**config.mk**
```make
export PLATFORM = sky130hd
export DESIGN_NAME = uvfr_top
export DESIGN_NICKNAME = d
export VERILOG_FILES = /design/src/common/uvfr_pkg.sv /design/src/hw/uvfr_sync.sv /design/src/hw/uvfr_top.sv
export SDC_FILE = /design/constraint.sdc
export NUM_CORES = 1
export LEC_CHECK = 0
export BUFFER_PORTS_ARGS = -buffer_cell sky130_fd_sc_hd__buf_2
export CORE_MARGIN = 5
export CORE_UTILIZATION = 55
export CTS_CLUSTER_DIAMETER = 50
export CTS_CLUSTER_SIZE = 25
export DETAILED_ROUTE_END_ITERATION = 10
export PLACE_DENSITY = 0.74
export SYNTH_ARGS = -nofsm -noshare
export SYNTH_HDL_FRONTEND = slang
export SYNTH_SLANG_ARGS = --single-unit
export TNS_END_PERCENT = 50
```
**constraint.sdc**
```tcl
create_clock -name mclk -period 1.93 [get_ports mclk]
set_input_delay 0.193 -clock mclk [delete_from_list [all_inputs] [get_ports mclk]]
set_output_delay 0.193 -clock mclk [all_outputs]
set_load 0.005 [all_outputs]
```
**src/common/uvfr_pkg.sv**
```systemverilog
/*
 holds shared constants and carrier types of the undervoltage fault
 reporter. assumes a single 250 MHz system clock.
*/
package uvfr_pkg;
	localparam int unsigned CLK_MHZ = 250;
	localparam int unsigned REPORT_MS = 40;
	localparam int unsigned BLOCK_MS = 80;
	localparam int unsigned CYC_PER_MS = CLK_MHZ * 1000;
	localparam int unsigned REPORT_CYC = REPORT_MS * CYC_PER_MS;
	localparam int unsigned BLOCK_CYC = BLOCK_MS * CYC_PER_MS;
	localparam int unsigned CNT_W = 25;
	localparam logic [CNT_W-1:0] CNT_ZERO = 25'h0000000;
	localparam logic [CNT_W-1:0] CNT_ONE = 25'h0000001;
	localparam logic [1:0] SYNC_RESET = 2'h0;

	typedef enum {
		ST_IDLE,
		ST_REPORT_LOW,
		ST_REPORT_HIGH,
		ST_HOLD_LOW,
		ST_RELEASE_WAIT
	} uvfr_state_e;

	// gate command pair and open-drain status line pins
	typedef struct packed {
		logic gate_off_a;
		logic gate_off_b;
		logic fault_out;
		logic fault_oe_n;
	} uvfr_pins_s;
endpackage

```
**src/hw/uvfr_sync.sv**
```systemverilog
/*
 two-flop synchroniser for the undervoltage detector input.
 assumes the input is asynchronous to mclk.
*/
module uvfr_sync (
	input wire logic mclk,
	input wire logic arst_n,
	input wire logic clk_en,
	input wire logic async_in,
	output logic sync_out
);
	logic [1:0] stage;

	always_ff @(posedge mclk or negedge arst_n) begin
		if (!arst_n) begin
			stage <= uvfr_pkg::SYNC_RESET;
		end else if (clk_en) begin
			stage <= {stage[0], async_in};
		end
	end

	assign sync_out = stage[1];
endmodule

```
**src/hw/uvfr_top.sv**
```systemverilog
/*
 primary-side undervoltage fault sequencer: blocks both gate outputs and
 drives the open-drain fault status line in a timed pattern.
 assumes an external pull-up on the fault line and a 250 MHz mclk.
*/
// Notes on behaviour
// - fault line released normally, pulled low on fault
// - undervoltage blocks both gates while present and for 80 ms after it clears
// - report 40 ms low then 40 ms high
// - cleared during report leaves line released
// - persisting fault holds low, release 80 ms after
module uvfr_top #(
	parameter int unsigned REPORT_CYCLES = uvfr_pkg::REPORT_CYC,
	parameter int unsigned BLOCK_CYCLES = uvfr_pkg::BLOCK_CYC
) (
	input wire logic mclk,
	input wire logic arst_n,
	input wire logic clk_en,
	input wire logic uv_detect,
	output logic gate_off_a,
	output logic gate_off_b,
	output logic fault_out,
	output logic fault_oe_n
);
	localparam logic [uvfr_pkg::CNT_W-1:0] REPORT_LAST =
		uvfr_pkg::CNT_W'(REPORT_CYCLES - 1);
	localparam logic [uvfr_pkg::CNT_W-1:0] BLOCK_LAST =
		uvfr_pkg::CNT_W'(BLOCK_CYCLES - 1);

	uvfr_pkg::uvfr_state_e state;
	uvfr_pkg::uvfr_state_e next_state;
	logic [uvfr_pkg::CNT_W-1:0] seq_cnt;
	logic [uvfr_pkg::CNT_W-1:0] next_seq_cnt;
	logic [uvfr_pkg::CNT_W-1:0] blk_cnt;
	logic [uvfr_pkg::CNT_W-1:0] next_blk_cnt;
	logic uv_sync;
	logic uv_rise;
	logic uv_prev;
	logic blocking;
	logic next_blocking;
	logic seq_done_low;
	logic seq_done_high;
	logic blk_done;
	logic release_done;
	logic next_pull_low;
	uvfr_pkg::uvfr_pins_s pins;
	uvfr_pkg::uvfr_pins_s next_pins;

	uvfr_sync u_sync (
		.mclk(mclk),
		.arst_n(arst_n),
		.clk_en(clk_en),
		.async_in(uv_detect),
		.sync_out(uv_sync)
	);

	assign uv_rise = uv_sync & ~uv_prev;
	assign seq_done_low = (state == uvfr_pkg::ST_REPORT_LOW) &&
		(seq_cnt == REPORT_LAST);
	assign seq_done_high = (state == uvfr_pkg::ST_REPORT_HIGH) &&
		(seq_cnt == REPORT_LAST);
	assign release_done = (state == uvfr_pkg::ST_RELEASE_WAIT) &&
		(seq_cnt == BLOCK_LAST);
	assign blk_done = blocking && (blk_cnt == BLOCK_LAST);

	// blocking retriggers on every new onset; a present fault keeps it on
	always_comb begin
		next_blocking = blocking;
		next_blk_cnt = blk_cnt;
		if (uv_rise || uv_sync) begin
			next_blocking = 1'b1;
			next_blk_cnt = uvfr_pkg::CNT_ZERO;
		end else if (blocking) begin
			if (blk_done) begin
				next_blocking = 1'b0;
			end else begin
				next_blk_cnt = blk_cnt + uvfr_pkg::CNT_ONE;
			end
		end
	end

	always_comb begin
		next_state = state;
		next_seq_cnt = seq_cnt + uvfr_pkg::CNT_ONE;
		case (state)
			uvfr_pkg::ST_IDLE: begin
				next_seq_cnt = uvfr_pkg::CNT_ZERO;
				if (uv_sync) begin
					next_state = uvfr_pkg::ST_REPORT_LOW;
				end
			end
			uvfr_pkg::ST_REPORT_LOW: begin
				if (seq_done_low) begin
					next_state = uvfr_pkg::ST_REPORT_HIGH;
					next_seq_cnt = uvfr_pkg::CNT_ZERO;
				end
			end
			uvfr_pkg::ST_REPORT_HIGH: begin
				if (seq_done_high) begin
					next_seq_cnt = uvfr_pkg::CNT_ZERO;
					if (uv_sync) begin
						next_state = uvfr_pkg::ST_HOLD_LOW;
					end else begin
						next_state = uvfr_pkg::ST_IDLE;
					end
				end
			end
			uvfr_pkg::ST_HOLD_LOW: begin
				next_seq_cnt = uvfr_pkg::CNT_ZERO;
				if (!uv_sync) begin
					next_state = uvfr_pkg::ST_RELEASE_WAIT;
				end
			end
			uvfr_pkg::ST_RELEASE_WAIT: begin
				// a relapse during the wait returns to holding low
				if (uv_sync) begin
					next_state = uvfr_pkg::ST_HOLD_LOW;
					next_seq_cnt = uvfr_pkg::CNT_ZERO;
				end else if (release_done) begin
					next_state = uvfr_pkg::ST_IDLE;
					next_seq_cnt = uvfr_pkg::CNT_ZERO;
				end
			end
			default: begin
				next_state = uvfr_pkg::ST_IDLE;
				next_seq_cnt = uvfr_pkg::CNT_ZERO;
			end
		endcase
	end

	// line stays low through the 80 ms release wait
	assign next_pull_low = (next_state == uvfr_pkg::ST_REPORT_LOW) ||
		(next_state == uvfr_pkg::ST_HOLD_LOW) ||
		(next_state == uvfr_pkg::ST_RELEASE_WAIT);

	assign next_pins.gate_off_a = next_blocking;
	assign next_pins.gate_off_b = next_blocking;
	assign next_pins.fault_out = 1'b0;
	assign next_pins.fault_oe_n = ~next_pull_low;

	always_ff @(posedge mclk or negedge arst_n) begin
		if (!arst_n) begin
			state <= uvfr_pkg::ST_IDLE;
			seq_cnt <= uvfr_pkg::CNT_ZERO;
			blk_cnt <= uvfr_pkg::CNT_ZERO;
			blocking <= 1'b0;
			uv_prev <= 1'b0;
		end else if (clk_en) begin
			state <= next_state;
			seq_cnt <= next_seq_cnt;
			blk_cnt <= next_blk_cnt;
			blocking <= next_blocking;
			uv_prev <= uv_sync;
		end
	end

	// pins released at reset: gates not forced, line high-z
	always_ff @(posedge mclk or negedge arst_n) begin
		if (!arst_n) begin
			pins <= '{gate_off_a: 1'b0, gate_off_b: 1'b0,
				fault_out: 1'b0, fault_oe_n: 1'b1};
		end else if (clk_en) begin
			pins <= next_pins;
		end
	end

	assign gate_off_a = pins.gate_off_a;
	assign gate_off_b = pins.gate_off_b;
	assign fault_out = pins.fault_out;
	assign fault_oe_n = pins.fault_oe_n;
endmodule

```
Word level (Yosys, flattened, before mapping)

Index checks and enable logic that the tools add are counted.

Register bits after elaboration: 87
Input port bits: 4

Add/sub/neg operators: 2
Equality and inequality tests: 14
Multiplexer cells: 19
Bitwise gates (word level): 3
Reductions and logical operators: 10

Operators with widths:

| operator                | number |
|---|---|
| $mux W32                | 6 |
| $mux W25                | 7 |
| $pmux W32 S5            | 1 |
| $eq A32 B2 Y1 const B   | 4 |
| $eq A32 B3 Y1 const B   | 3 |
| $pmux W25 S3            | 1 |
| $eq A32 B4 Y1 const B   | 2 |
| $add A25 B1 Y25 const B | 2 |
| $eq A25 B25 Y1 const B  | 2 |
| $eq A32 B1 Y1 const B   | 1 |
| $logic_not A32 Y1       | 1 |
| $eq A25 B24 Y1 const B  | 1 |
| $logic_and A1 B1 Y1     | 4 |
| $logic_or A1 B1 Y1      | 3 |
| $mux W1                 | 3 |
| $reduce_and A3 Y1       | 1 |
| $mux W2                 | 1 |
| $ne A2 B1 Y1 const B    | 1 |
| $not A1 Y1              | 2 |
| $reduce_bool A2 Y1      | 1 |
| $and A1 B1 Y1           | 1 |

Longest topological paths before layout

Gate-level depths: netlist of the first run.

Word-level depth: 9
Mapped depth: 8

Cells and area by module

From an unflattened synthesis of the first run, not the netlist that was laid out.

Cell total of the unflattened synthesis: 463
Area, all modules: 4,480.5 um^2

Modules (own cells, without submodules):

| module    | instances | cells an instance | area an instance (um^2) | seq. area each (um^2) |
|---|---|---|---|---|
| uvfr_top  | 1         | 459               | 4,408.0                 | 2,103.3 |
| uvfr_sync | 1         | 4                 | 72.6                    | 50.0 |

Worst setup path after synthesis of the first run

OpenSTA, ideal clock, no wires.

Kind: reg2reg
Start point: reg seq_cnt[0] in the netlist's numbering
End point: reg seq_cnt[15] in the netlist's numbering
Library setup time: 0.087 ns
Data arrival time: 1.942 ns
Data required time: 1.843 ns
Slack: -0.098 ns
Cell stages (with the launch flop): 9
Cells stage by stage: dfrtp_1 > ha_1 > and3_2 > clkbuf_1 > and3_2 > a31oi_2 > buf_2 > o211ai_1 > o211ai_1

Cells in the longest elaborated chain, start to end: 5
Elaborated cells on any way between the ends: 11
Classes of those cells: 1 x add/sub; 2 x eq/ne; 5 x mux; 3 x reduce/logical

Ends and longest elaborated chain:

| element                                                                 | line            | text |
|---|---|---|
| start: declaration                                                      | uvfr_top.sv:32  | `logic [uvfr_pkg::CNT_W-1:0] seq_cnt;` |
| start signal: assignment                                                | uvfr_top.sv:144 | `seq_cnt <= uvfr_pkg::CNT_ZERO;` |
| start signal: assignment                                                | uvfr_top.sv:150 | `seq_cnt <= next_seq_cnt;` |
| parallel branches: the longest is 4 deep, another holds $add A25 B1 Y25 | -               |  |
| $pmux W25 S3 (*)                                                        | uvfr_top.sv:85  | `case (state)` |

Mark *: on every way between the ends.
A chain may end at the register's enable or synchronous reset.

Final worst setup path of the first run

Start point: reg seq_cnt[18] in the netlist's numbering
End point: reg seq_cnt[5] in the netlist's numbering

Cells in the longest elaborated chain, start to end: 5
Elaborated cells on any way between the ends: 10
Classes of those cells: 2 x eq/ne; 5 x mux; 3 x reduce/logical

Ends and longest elaborated chain:

| element             | line            | text |
|---|---|---|
| $eq A25 B25 Y1      | uvfr_top.sv:63  | `(seq_cnt == BLOCK_LAST);` |
| $logic_and A1 B1 Y1 | uvfr_top.sv:62  | `assign release_done = (state == uvfr_pkg::ST_RELEASE_WAIT) &&` |
| $mux W25            | uvfr_top.sv:119 | `end else if (release_done) begin` |
| $mux W25            | uvfr_top.sv:116 | `if (uv_sync) begin` |
| $pmux W25 S3 (*)    | uvfr_top.sv:85  |  |

Every way passes the cells marked *; elsewhere a longest branch is shown, timed or not.

==> impl_metrics.yaml, run 1 <==
run_status:
  status: "finished, violations left"
  violations: "negative setup slack"
power_and_ir_drop:
  power_w: 0.00500
  p_per_area_nw_per_um2: 894
  p_leak_nw: 2.35
  vdd_drop_max_v: 0.000869
placed_design:
  gp_congestion: 0.845
  io_buffers: 6
  numPlacedInstances: 616
  hpwl_um: 7250
timing:
  hold_viol_final: 0
  hold_ws_ns: 0.0589
  tightestPinTransition_ns: 0.509
  finalMaxSlewViolations: 0
  fmax_mhz: 501
  min_period_ns: 1.99
  fin_crit_sh: 1.03
  fin_ws_ns: -0.0640
  finClkSkew_ns: 0.0167
  rsz0062_at_grt: "yes"
  final.setup.tns_ns: -0.488
  setup_viol: 24
  maxSlewHeadroom: 0.659
routing:
  wl_um: 10500
  route.detailed.vias_per_inst: 5.98
  first_pass_iters: 4
  avgRoutedWirePerCell_um: 16.5
  drcViolationCount: 0
  drtIter0Drc: 133
  postRouteAntennaNets: 0
  num_vias: 3814
worst_hold_path:
  hold_path_class: "in2reg"
  min_path_cells: 2
layout:
  nets: 534
  area_growth_syn_to_layout_pct: 23.4
  diodes: 0
  layout_common_cells: "dfrtp_1, buf_4, nand2_1"
  layout-drive-gt1-share: 0.287
  fill_cells: 618
  stdcell_count: 638
  final_common_cell: "dfrtp_1"
grt:
  grt_pass1_wl_um: 18300
  grt_max_degree: 57
  grt_pass1_vias: 3890
  overflow: 0
  antenna_found_initial: 0
  grtUsageTotal: 0.223
worst_setup_path:
  critPathArrivalTime_ns: 2.22
  cp_slowest_cell: "or4_4"
  crit_chain: "or4_4, nor3b_4, a41oi_4, buf_6, o221ai_2, o21ai_1"
  critPathMaxStageDelay_ns: 0.56
  r2r_cells: 6
  path_class: "reg2reg"
  crit_path_max_fanout: 5
  cp-end-kind: "flop"
  crit_required_ns: 2.16
  start_kind: "flop"
run:
  drv_cap: 0
clocking:
  clock-sinks: 86
  cts_tree: "done"
  htreeDepth: 3
  numCtsBuffers: 9
  clockRootBuffer: "clkbuf_8"
  ctsLongestPathBuffers: 2
  clk_latency_ns: 0.36
  path_clk_slew_ns: 0.10
die:
  dieHeight_um: 101
  die_w_um: 101
  core_um2: 8130
  num_rows: 33
  die-area_um2: 10200
  io_pins: 8
  start_util: 0.557
yosys:
  ys_warn_count: 0
  async_flop_share: 1.00
  syn_area_um2: 4530
  synth_top_area_frac: 0.469
  syn_area_per_cell_um2: 9.88
  synth_edf_count: 0
  synth-main-ff-cell: "dfrtp_1"
  synthTopCellsByArea: "dfrtp_1, nor2b_1, a21oi_1, nand2_1, o21ai_0"
  synth.distinct_cells: 66
  synth-seq-area-share: 0.475
  yosysTopAreaCell: "dfrtp_1"
  synth_nets: 465
  syn_inst: 459
  yosys_register_bits: 86
## layout make-up
class                      instances  area (µm²)  area share
timing repair buffer              84         681       0.122
clock inverter                     5        41.3     0.00738
clock buffer                      11         151      0.0271
inverter                          19        71.3      0.0127
tap                              105         131      0.0235
sequential                        86        2150       0.385
multi-input combinational        328        2360       0.423
## layer usage
layer,share of wire,GRT usage,wire length [µm]
met5,0,0,0
met2,0.50,0.366,5240
met3,0.036,0.0415,374
met4,0.020,0.0746,207
met1,0.45,0.299,4680
## worst paths after layout
kind	startpoint	to	slack, ns
min in group asynchronous	arst_n	state[8]$_DFFE_PN0P_	0.32
hold reg to reg	state[14]$_DFFE_PN0P_	state[14]$_DFFE_PN0P_	0.51
setup reg to reg	seq_cnt[18]$_DFFE_PN0P_	seq_cnt[5]$_DFFE_PN0P_	-0.06
max in group asynchronous	arst_n	fault_oe_n$_DFFE_PN1P_	0.94
setup / recovery	seq_cnt[18]$_DFFE_PN0P_	seq_cnt[5]$_DFFE_PN0P_	-0.06
hold / removal	uv_detect	u_sync.stage[0]$_DFFE_PN0P_	0.06
## worst max-delay path, delay by kind of cell, from the launching register on
family / cells / cell delay, ns
AOI/OAI and AO/OA: 3 / 0.48
buffers and inverters: 1 / 0.19
DFF: 1 / 0.38
and+or+nand+nor: 2 / 0.81
## cells in the mapped netlist (all sizes together) (2+ instances only)
library cell  instances
dfrtp                85
nand4b                2
o2bb2ai               5
clkbuf               15
or4                   7
a21oi                34
and4                  6
o2111ai               7
nor4                 16
ha                    2
mux2                  2
nor3                 13
nor4b                 2
o31ai                 6
and3                 13
a31oi                 2
or4b                  2
nand4                13
nand2                34
o21ai                22
nor2                 19
nor3b                 2
o311ai                3
o221ai                7
xor2                 11
and2                  7
nand3                17
xnor2                 9
nor2b                32
o211ai               11
buf                  11
or3                  10
inv                  18
## flip-flops by register name, indices dropped and copies added, names as in the netlist
name          count
u_sync.stage      2
state            32
blk_cnt          25
fault_oe_n        1
gate_off_b        1
seq_cnt          25
## what timing repair did
action,CTS,global route
endpoints found under the hold margin,30,0
pin swaps,13,29
gates resized for setup,18,19
cloned,1,0
setup buffers,3,1
endpoints found under the setup margin,37,43
hold buffers,1,0
## power by group
| group | total [W] | switching (W) | leakage [nW] | internal, W |
|---|---|---|---|---|
| Combinational | 0.00158 | 0.000849 | 1.08 | 0.000736 |
| Sequential | 0.00217 | 0.000176 | 1.18 | 0.00199 |
| Clock | 0.00124 | 0.000696 | 0.0922 | 0.000548 |
| Total | 0.00500 | 0.00172 | 2.35 | 0.00328 |
## cells by family (layout without fill, tap and decap cells)
kind of cell	after synthesis	count (layout)	synth area share
AO/OA/AOI/OAI	101	101	0.162
XOR/XNOR	20	20	0.0386
adder cells (fa/ha/maj)	2	2	0.00552
buffers and inverters	45	119	0.0441
flip-flops	86	86	0.475
multiplexers	3	3	0.00717
other	1	1	0.000827
AND/OR/NAND/NOR	201	201	0.267
## through the flow
| step | utilization | worst slack [ns] | area (µm²) |
|---|---|---|---|
| 2_1_floorplan | - | -0.0632 | 4570 |
| 3_3_place_gp | 0.637 | -0.127 | 5180 |
| 3_5_place_dp | 0.637 | -0.116 | 5180 |
| 4_1_cts | 0.677 | -0.0644 | 5500 |
| 5_1_grt | 0.688 | -0.157 | 5590 |
| 6_report | 0.688 | -0.0640 | 5590 |
(Power assumes the default switching activity.)
==> run 2, diff against run 1 <==
--- a/config.mk
+++ b/config.mk
@@ -5,12 +5,15 @@
 export SDC_FILE = /design/constraint.sdc
 export NUM_CORES = 1
 export LEC_CHECK = 0
+export ABC_AREA = 1
+export ABC_CLOCK_PERIOD_IN_PS = 1930
 export BUFFER_PORTS_ARGS = -buffer_cell sky130_fd_sc_hd__buf_2
 export CORE_MARGIN = 5
 export CORE_UTILIZATION = 55
 export CTS_CLUSTER_DIAMETER = 50
 export CTS_CLUSTER_SIZE = 25
 export DETAILED_ROUTE_END_ITERATION = 10
+export MAX_ROUTING_LAYER = met4
 export PLACE_DENSITY = 0.74
 export SYNTH_ARGS = -nofsm -noshare
 export SYNTH_HDL_FRONTEND = slang
==> run 2 against run 1 <==
Compared with the run above: the flow now finishes without violations; routed wire length grew 12%; worst setup slack better by 0.16 ns; sequential share of layout area grew 0.15 points; first-iteration DRC count grew to 2.5 times the previous value; core utilization fell by 5.4 points; total power is 21% lower; die area up 9.4%; largest power group unchanged.
==> impl_metrics.yaml, run 2 <==
routing:
  first_pass_iters: 5
  postRouteAntennaNets: 0
  route.detailed.vias_per_inst: 5.36
  avgRoutedWirePerCell_um: 14.1
  drtIter0Drc: 337
  num_vias: 4478
  drcViolationCount: 0
  wl_um: 11800
layout:
  largest-register: "state"
  layout_common_cells: "nand2_1, nor2_1, inv_1"
  diodes: 0
  final_util: 0.634
  top_regs: "state (32), blk_cnt (25), seq_cnt (25)"
  final_common_cell: "nand2_1"
  nets: 728
  area_growth_syn_to_layout_pct: 11.4
  layout-drive-gt1-share: 0.125
  largest_register_ffs: 32
  stdcell_count: 835
power_and_ir_drop:
  p_leak_nw: 2.61
  vdd_drop_max_v: 0.000587
  p_per_area_nw_per_um2: 710
  power_w: 0.00396
clocking:
  numCtsBuffers: 9
  clockRootBuffer: "clkbuf_8"
  clock-sinks: 86
  htreeDepth: 3
  ctsLongestPathBuffers: 2
  cts_tree: "done"
  path_clk_slew_ns: 0.11
  clk_latency_ns: 0.37
timing:
  finalMaxSlewViolations: 0
  min_period_ns: 1.83
  fmax_mhz: 546
  fin_ws_ns: 0.0982
  rsz0062_at_grt: "yes"
  hold_ws_ns: 0.0541
  fin_crit_sh: 0.949
  setup_viol: 0
  hold_viol_final: 0
  finClkSkew_ns: 0.0148
yosys:
  synth_edf_count: 0
  synth_nets: 701
  synthTopCellsByArea: "dfrtp_1, nand2_1, nor2_1, inv_1, nand3_1"
  yosysTopAreaCell: "dfrtp_1"
  synth.distinct_cells: 36
  syn_area_per_cell_um2: 7.21
  syn_inst: 695
  yosysMostFrequentCell: "nand2_1"
  synth-seq-area-share: 0.430
  async_flop_share: 1.00
  synth_commonest_cells: "nand2_1, nor2_1, inv_1, dfrtp_1, nand3_1"
  synth-main-ff-cell: "dfrtp_1"
  ys_warn_count: 0
  synth_top_area_frac: 0.425
  syn_area_um2: 5010
  yosys_register_bits: 86
placed_design:
  place_ws_ns: 0.0734
  hpwl_um: 8800
  gp_congestion: 0.966
  io_buffers: 6
  numPlacedInstances: 812
die:
  start_util: 0.569
  dieHeight_um: 105
  num_rows: 34
  core_um2: 8810
  die_w_um: 105
  die-area_um2: 11100
  io_pins: 8
grt:
  overflow: 0
  grtUsageTotal: 0.232
  antenna_found_initial: 0
  grt_pass1_vias: 4059
  grt_max_degree: 55
  grt_pass1_wl_um: 20300
run:
  drv_cap: 0
worst_setup_path:
  cp-end-kind: "flop"
  path_class: "reg2reg"
  crit_required_ns: 2.19
  crit_path_max_fanout: 18
  start_kind: "flop"
  critPathArrivalTime_ns: 2.09
worst_hold_path:
  hold_path_class: "in2reg"
run_status:
  status: "complete, no violations"
## run 2: final timing paths
check	start	endpoint	slack, ns	depth (start not counted)
min in group asynchronous	arst_n	seq_cnt[19]$_DFFE_PN0P_	0.32	2
min	uv_detect	u_sync.stage[0]$_DFFE_PN0P_	0.05	3
max in group asynchronous	arst_n	state[1]$_DFFE_PN0P_	0.94	3
max reg2reg	blk_cnt[21]$_DFFE_PN0P_	blk_cnt[2]$_DFFE_PN0P_	0.1	8
min reg2reg	fault_oe_n$_DFFE_PN1P_	fault_oe_n$_DFFE_PN1P_	0.47	2
max	blk_cnt[21]$_DFFE_PN0P_	blk_cnt[2]$_DFFE_PN0P_	0.1	8
## run 2: cell type report
class | instances | area [µm²]
clock inverters | 7 | 68.8
inverters | 89 | 342
flip-flops and latches | 86 | 2160
repair buffers | 36 | 285
multi-input cells | 500 | 2470
clock buffers | 9 | 124
well taps | 108 | 135
fillers | 802 | 3230
## run 2: repair_timing
action	CTS	global route
resized for setup	0	17
endpoints found under the hold margin	34	0
setup endpoints to repair	0	27
hold buffers	1	0
buffers inserted	0	6
## run 2: cells by family (layout without fill, tap and decap cells)
family / Yosys count / count (layout) / share of synthesized area
muxes: 1 / 1 / 0.00200
AOI/OAI and AO/OA: 30 / 30 / 0.0325
buffers and inverters: 109 / 141 / 0.0872
and+or+nand+nor: 438 / 438 / 0.394
xor gates and xnor gates: 28 / 28 / 0.0490
DFF: 86 / 86 / 0.430
other: 1 / 1 / 0.000749
adders and majority gates: 2 / 2 / 0.00500
## run 2: power breakdown
group | leakage (nW) | internal, W | total [W] | switching [W]
clock network | 0.101 | 0.000512 | 0.00128 | 0.000763
registers | 1.18 | 0.00189 | 0.00199 | 0.0000983
logic | 1.33 | 0.000271 | 0.000699 | 0.000427
## run 2: metal layers
| layer | part of all wire | global-route usage |
|---|---|---|
| met2 | 0.44 | 0.336 |
| met1 | 0.50 | 0.350 |
| met3 | 0.055 | 0.0293 |
| met5 | 0 | - |
| met4 | 0.0078 | 0.0469 |
## run 2: stage by stage
step           cell area (µm²)  TNS (ns)
6_report                  5580         0
3_5_place_dp              5280         0
2_1_floorplan             5010         0
3_3_place_gp              5280         0
4_1_cts                   5480         0
5_1_grt                   5580    -0.160
## run 2: worst max-delay path, cell delays in order, from the launching register on
cell and delay (ns):
dfrtp_1 0.46, nand2_1 0.11, nor4_1 0.38, nand4_1 0.15
nand3_1 0.11, nand2_2 0.10, buf_4 0.22, a21oi_1 0.13
nor2_1 0.06
==> run 3, diff against run 2 <==
--- a/config.mk
+++ b/config.mk
@@ -5,7 +5,6 @@
 export SDC_FILE = /design/constraint.sdc
 export NUM_CORES = 1
 export LEC_CHECK = 0
-export ABC_AREA = 1
 export ABC_CLOCK_PERIOD_IN_PS = 1930
 export BUFFER_PORTS_ARGS = -buffer_cell sky130_fd_sc_hd__buf_2
 export CORE_MARGIN = 5
==> run 3 against run 2 <==
Compared with the run above: the run now ends with negative setup slack left; register-to-register slack lost 0.20 ns; via count shrank 14%; clock skew shrank 0.0064 ns; routed wire length shrank 6.0%; hold slack gained 0.030 ns; cell area grew 2.7%; worst setup slack lost 0.20 ns; maximum frequency shrank 10%; cell count shrank 23%; clock power grew 15%; combinational power grew 140%; global-route usage is essentially flat; critical endpoint is now seq_cnt[13]$_DFFE_PN0P_.
==> impl_metrics.yaml, run 3 (synthesis results as in run 1) <==
run_status:
  status: "finished, violations left"
  violations: "negative setup slack"
routing:
  postRouteAntennaNets: 0
  drcViolationCount: 0
  avgRoutedWirePerCell_um: 17.2
  route.detailed.vias_per_inst: 5.97
  num_vias: 3845
  wl_um: 11100
  first_pass_iters: 6
  drtIter0Drc: 120
worst_setup_path:
  start_kind: "flop"
  cp_slowest_cell: "or4_4"
  cp-end-kind: "flop"
  critPathArrivalTime_ns: 2.27
  r2r_start: "seq_cnt[17]$_DFFE_PN0P_"
  crit_path_max_fanout: 5
  timing.rr.end: "seq_cnt[13]$_DFFE_PN0P_"
  r2r_cells: 6
  crit_required_ns: 2.16
  r2r_slack_ns: -0.11
  path_class: "reg2reg"
  critPathMaxStageDelay_ns: 0.56
  crit_chain: "or4_4, nor3b_4, a41oi_4, buf_12, o2111ai_4, o211ai_1"
layout:
  design_area_um2: 5730
  nets: 540
  stdcell_count: 644
  area_growth_syn_to_layout_pct: 26.3
  layout_common_cells: "dfrtp_1, buf_4, nand2_1"
  layout-drive-gt1-share: 0.301
  top_regs: "state (32), blk_cnt (25), seq_cnt (25)"
  final_common_cell: "dfrtp_1"
  largest_register_ffs: 32
  diodes: 0
  largest-register: "state"
die:
  dieHeight_um: 101
  die_w_um: 101
  num_rows: 33
  io_pins: 8
  die-area_um2: 10200
  core_um2: 8130
  start_util: 0.557
clocking:
  clock-sinks: 86
  path_clk_slew_ns: 0.09
  cts_tree: "done"
  htreeDepth: 3
  clk_latency_ns: 0.36
  numCtsBuffers: 9
  ctsLongestPathBuffers: 2
  clockRootBuffer: "clkbuf_8"
timing:
  hold_viol_final: 0
  fin_ws_ns: -0.105
  fmax_mhz: 491
  finClkSkew_ns: 0.00837
  finalMaxSlewViolations: 0
  rsz0062_at_grt: "yes"
  setup_viol: 26
  fin_crit_sh: 1.05
  min_period_ns: 2.04
power_and_ir_drop:
  p_per_area_nw_per_um2: 936
  vdd_drop_max_v: 0.000844
  p_leak_nw: 2.41
grt:
  antenna_found_initial: 0
  grt_pass1_vias: 3818
  grtUsageTotal: 0.232
  grt_max_degree: 87
  overflow: 0
  grt_pass1_wl_um: 18300
run:
  drv_cap: 0
placed_design:
  place_area_um2: 5200
  numPlacedInstances: 618
  gp_congestion: 0.871
  io_buffers: 6
  hpwl_um: 7470
worst_hold_path:
  hold_path_class: "in2reg"
  holdPathEnd: "u_sync.stage[0]$_DFFE_PN0P_"
  min_path_cells: 2
  worstHoldStart: "uv_detect"
[run 3: worst max-delay path: cells and delay by family, from the launching register on]
family,cells,cell delay [ns]
buf+inv,1,0.18
simple gates,2,0.85
flops,1,0.38
compound gates,3,0.50
[run 3: area by class of cell]
| type | count | area [µm²] |
|---|---|---|
| Clock buffer | 10 | 138 |
| Clock inverter | 6 | 92.6 |
| Fill cell | 565 | 2410 |
| Inverter | 19 | 71.3 |
| Multi-Input combinational cell | 328 | 2400 |
| Sequential cell | 86 | 2150 |
| Tap cell | 105 | 131 |
| Timing Repair Buffer | 90 | 737 |
[run 3: worst max-delay path by stage]
stage | start | endpoint | slack, ns | cells after the start
floorplan | seq_cnt[14]$_DFFE_PN0P_ | seq_cnt[12]$_DFFE_PN0P_ | -0.06 | 6
global placement | seq_cnt[24]$_DFFE_PN0P_ | state[0]$_DFFE_PN0P_ | -0.07 | 6
detailed placement | blk_cnt[9]$_DFFE_PN0P_ | blk_cnt[1]$_DFFE_PN0P_ | -0.13 | 6
CTS | seq_cnt[14]$_DFFE_PN0P_ | seq_cnt[13]$_DFFE_PN0P_ | -0.06 | 6
global route | seq_cnt[17]$_DFFE_PN0P_ | seq_cnt[13]$_DFFE_PN0P_ | -0.20 | 6
finish | seq_cnt[17]$_DFFE_PN0P_ | seq_cnt[13]$_DFFE_PN0P_ | -0.11 | 6
[run 3: per-stage QoR]
stage          total power [W]  TNS (ns)  worst slack [ns]  utilization  hold slack (ns)
6_report               0.00536     -1.39            -0.105        0.704           0.0841
2_1_floorplan          0.00307    -0.636           -0.0632            -           -0.103
3_3_place_gp           0.00362    -0.233           -0.0746        0.639            0.269
4_1_cts                0.00520     -1.05           -0.0606        0.679           0.0736
5_1_grt                0.00563     -3.81            -0.197        0.704           0.0589
3_5_place_dp           0.00367    -0.674            -0.131        0.639            0.270
[run 3: power by group]
group          total, W  internal, W  switching (W)
sequential      0.00220      0.00199       0.000202
clock           0.00147     0.000776       0.000691
combinational   0.00170     0.000799       0.000901
total           0.00536      0.00357        0.00179
[run 3: metal layers]
| metal | GRT usage | vias to the layer above | wire, µm | share of wire |
|---|---|---|---|---|
| met1 | 0.297 | 1879 | 4830 | 0.44 |
| met3 | 0.0436 | 27 | 433 | 0.039 |
| met5 | - | - | 0 | 0 |
| met4 | 0.0902 | 0 | 248 | 0.022 |
| li1 | - | 1840 | - | - |
| met2 | 0.364 | 99 | 5560 | 0.50 |
[run 3: timing repair]
action                                  4_1_cts  5_1_grt
hold buffers                                  1        0
resized for setup                            14       33
buffers inserted                              3        5
pin swaps                                    14       33
endpoints found under the setup margin       30       46
gates cloned                                  1        0
endpoints found under the hold margin        85        0
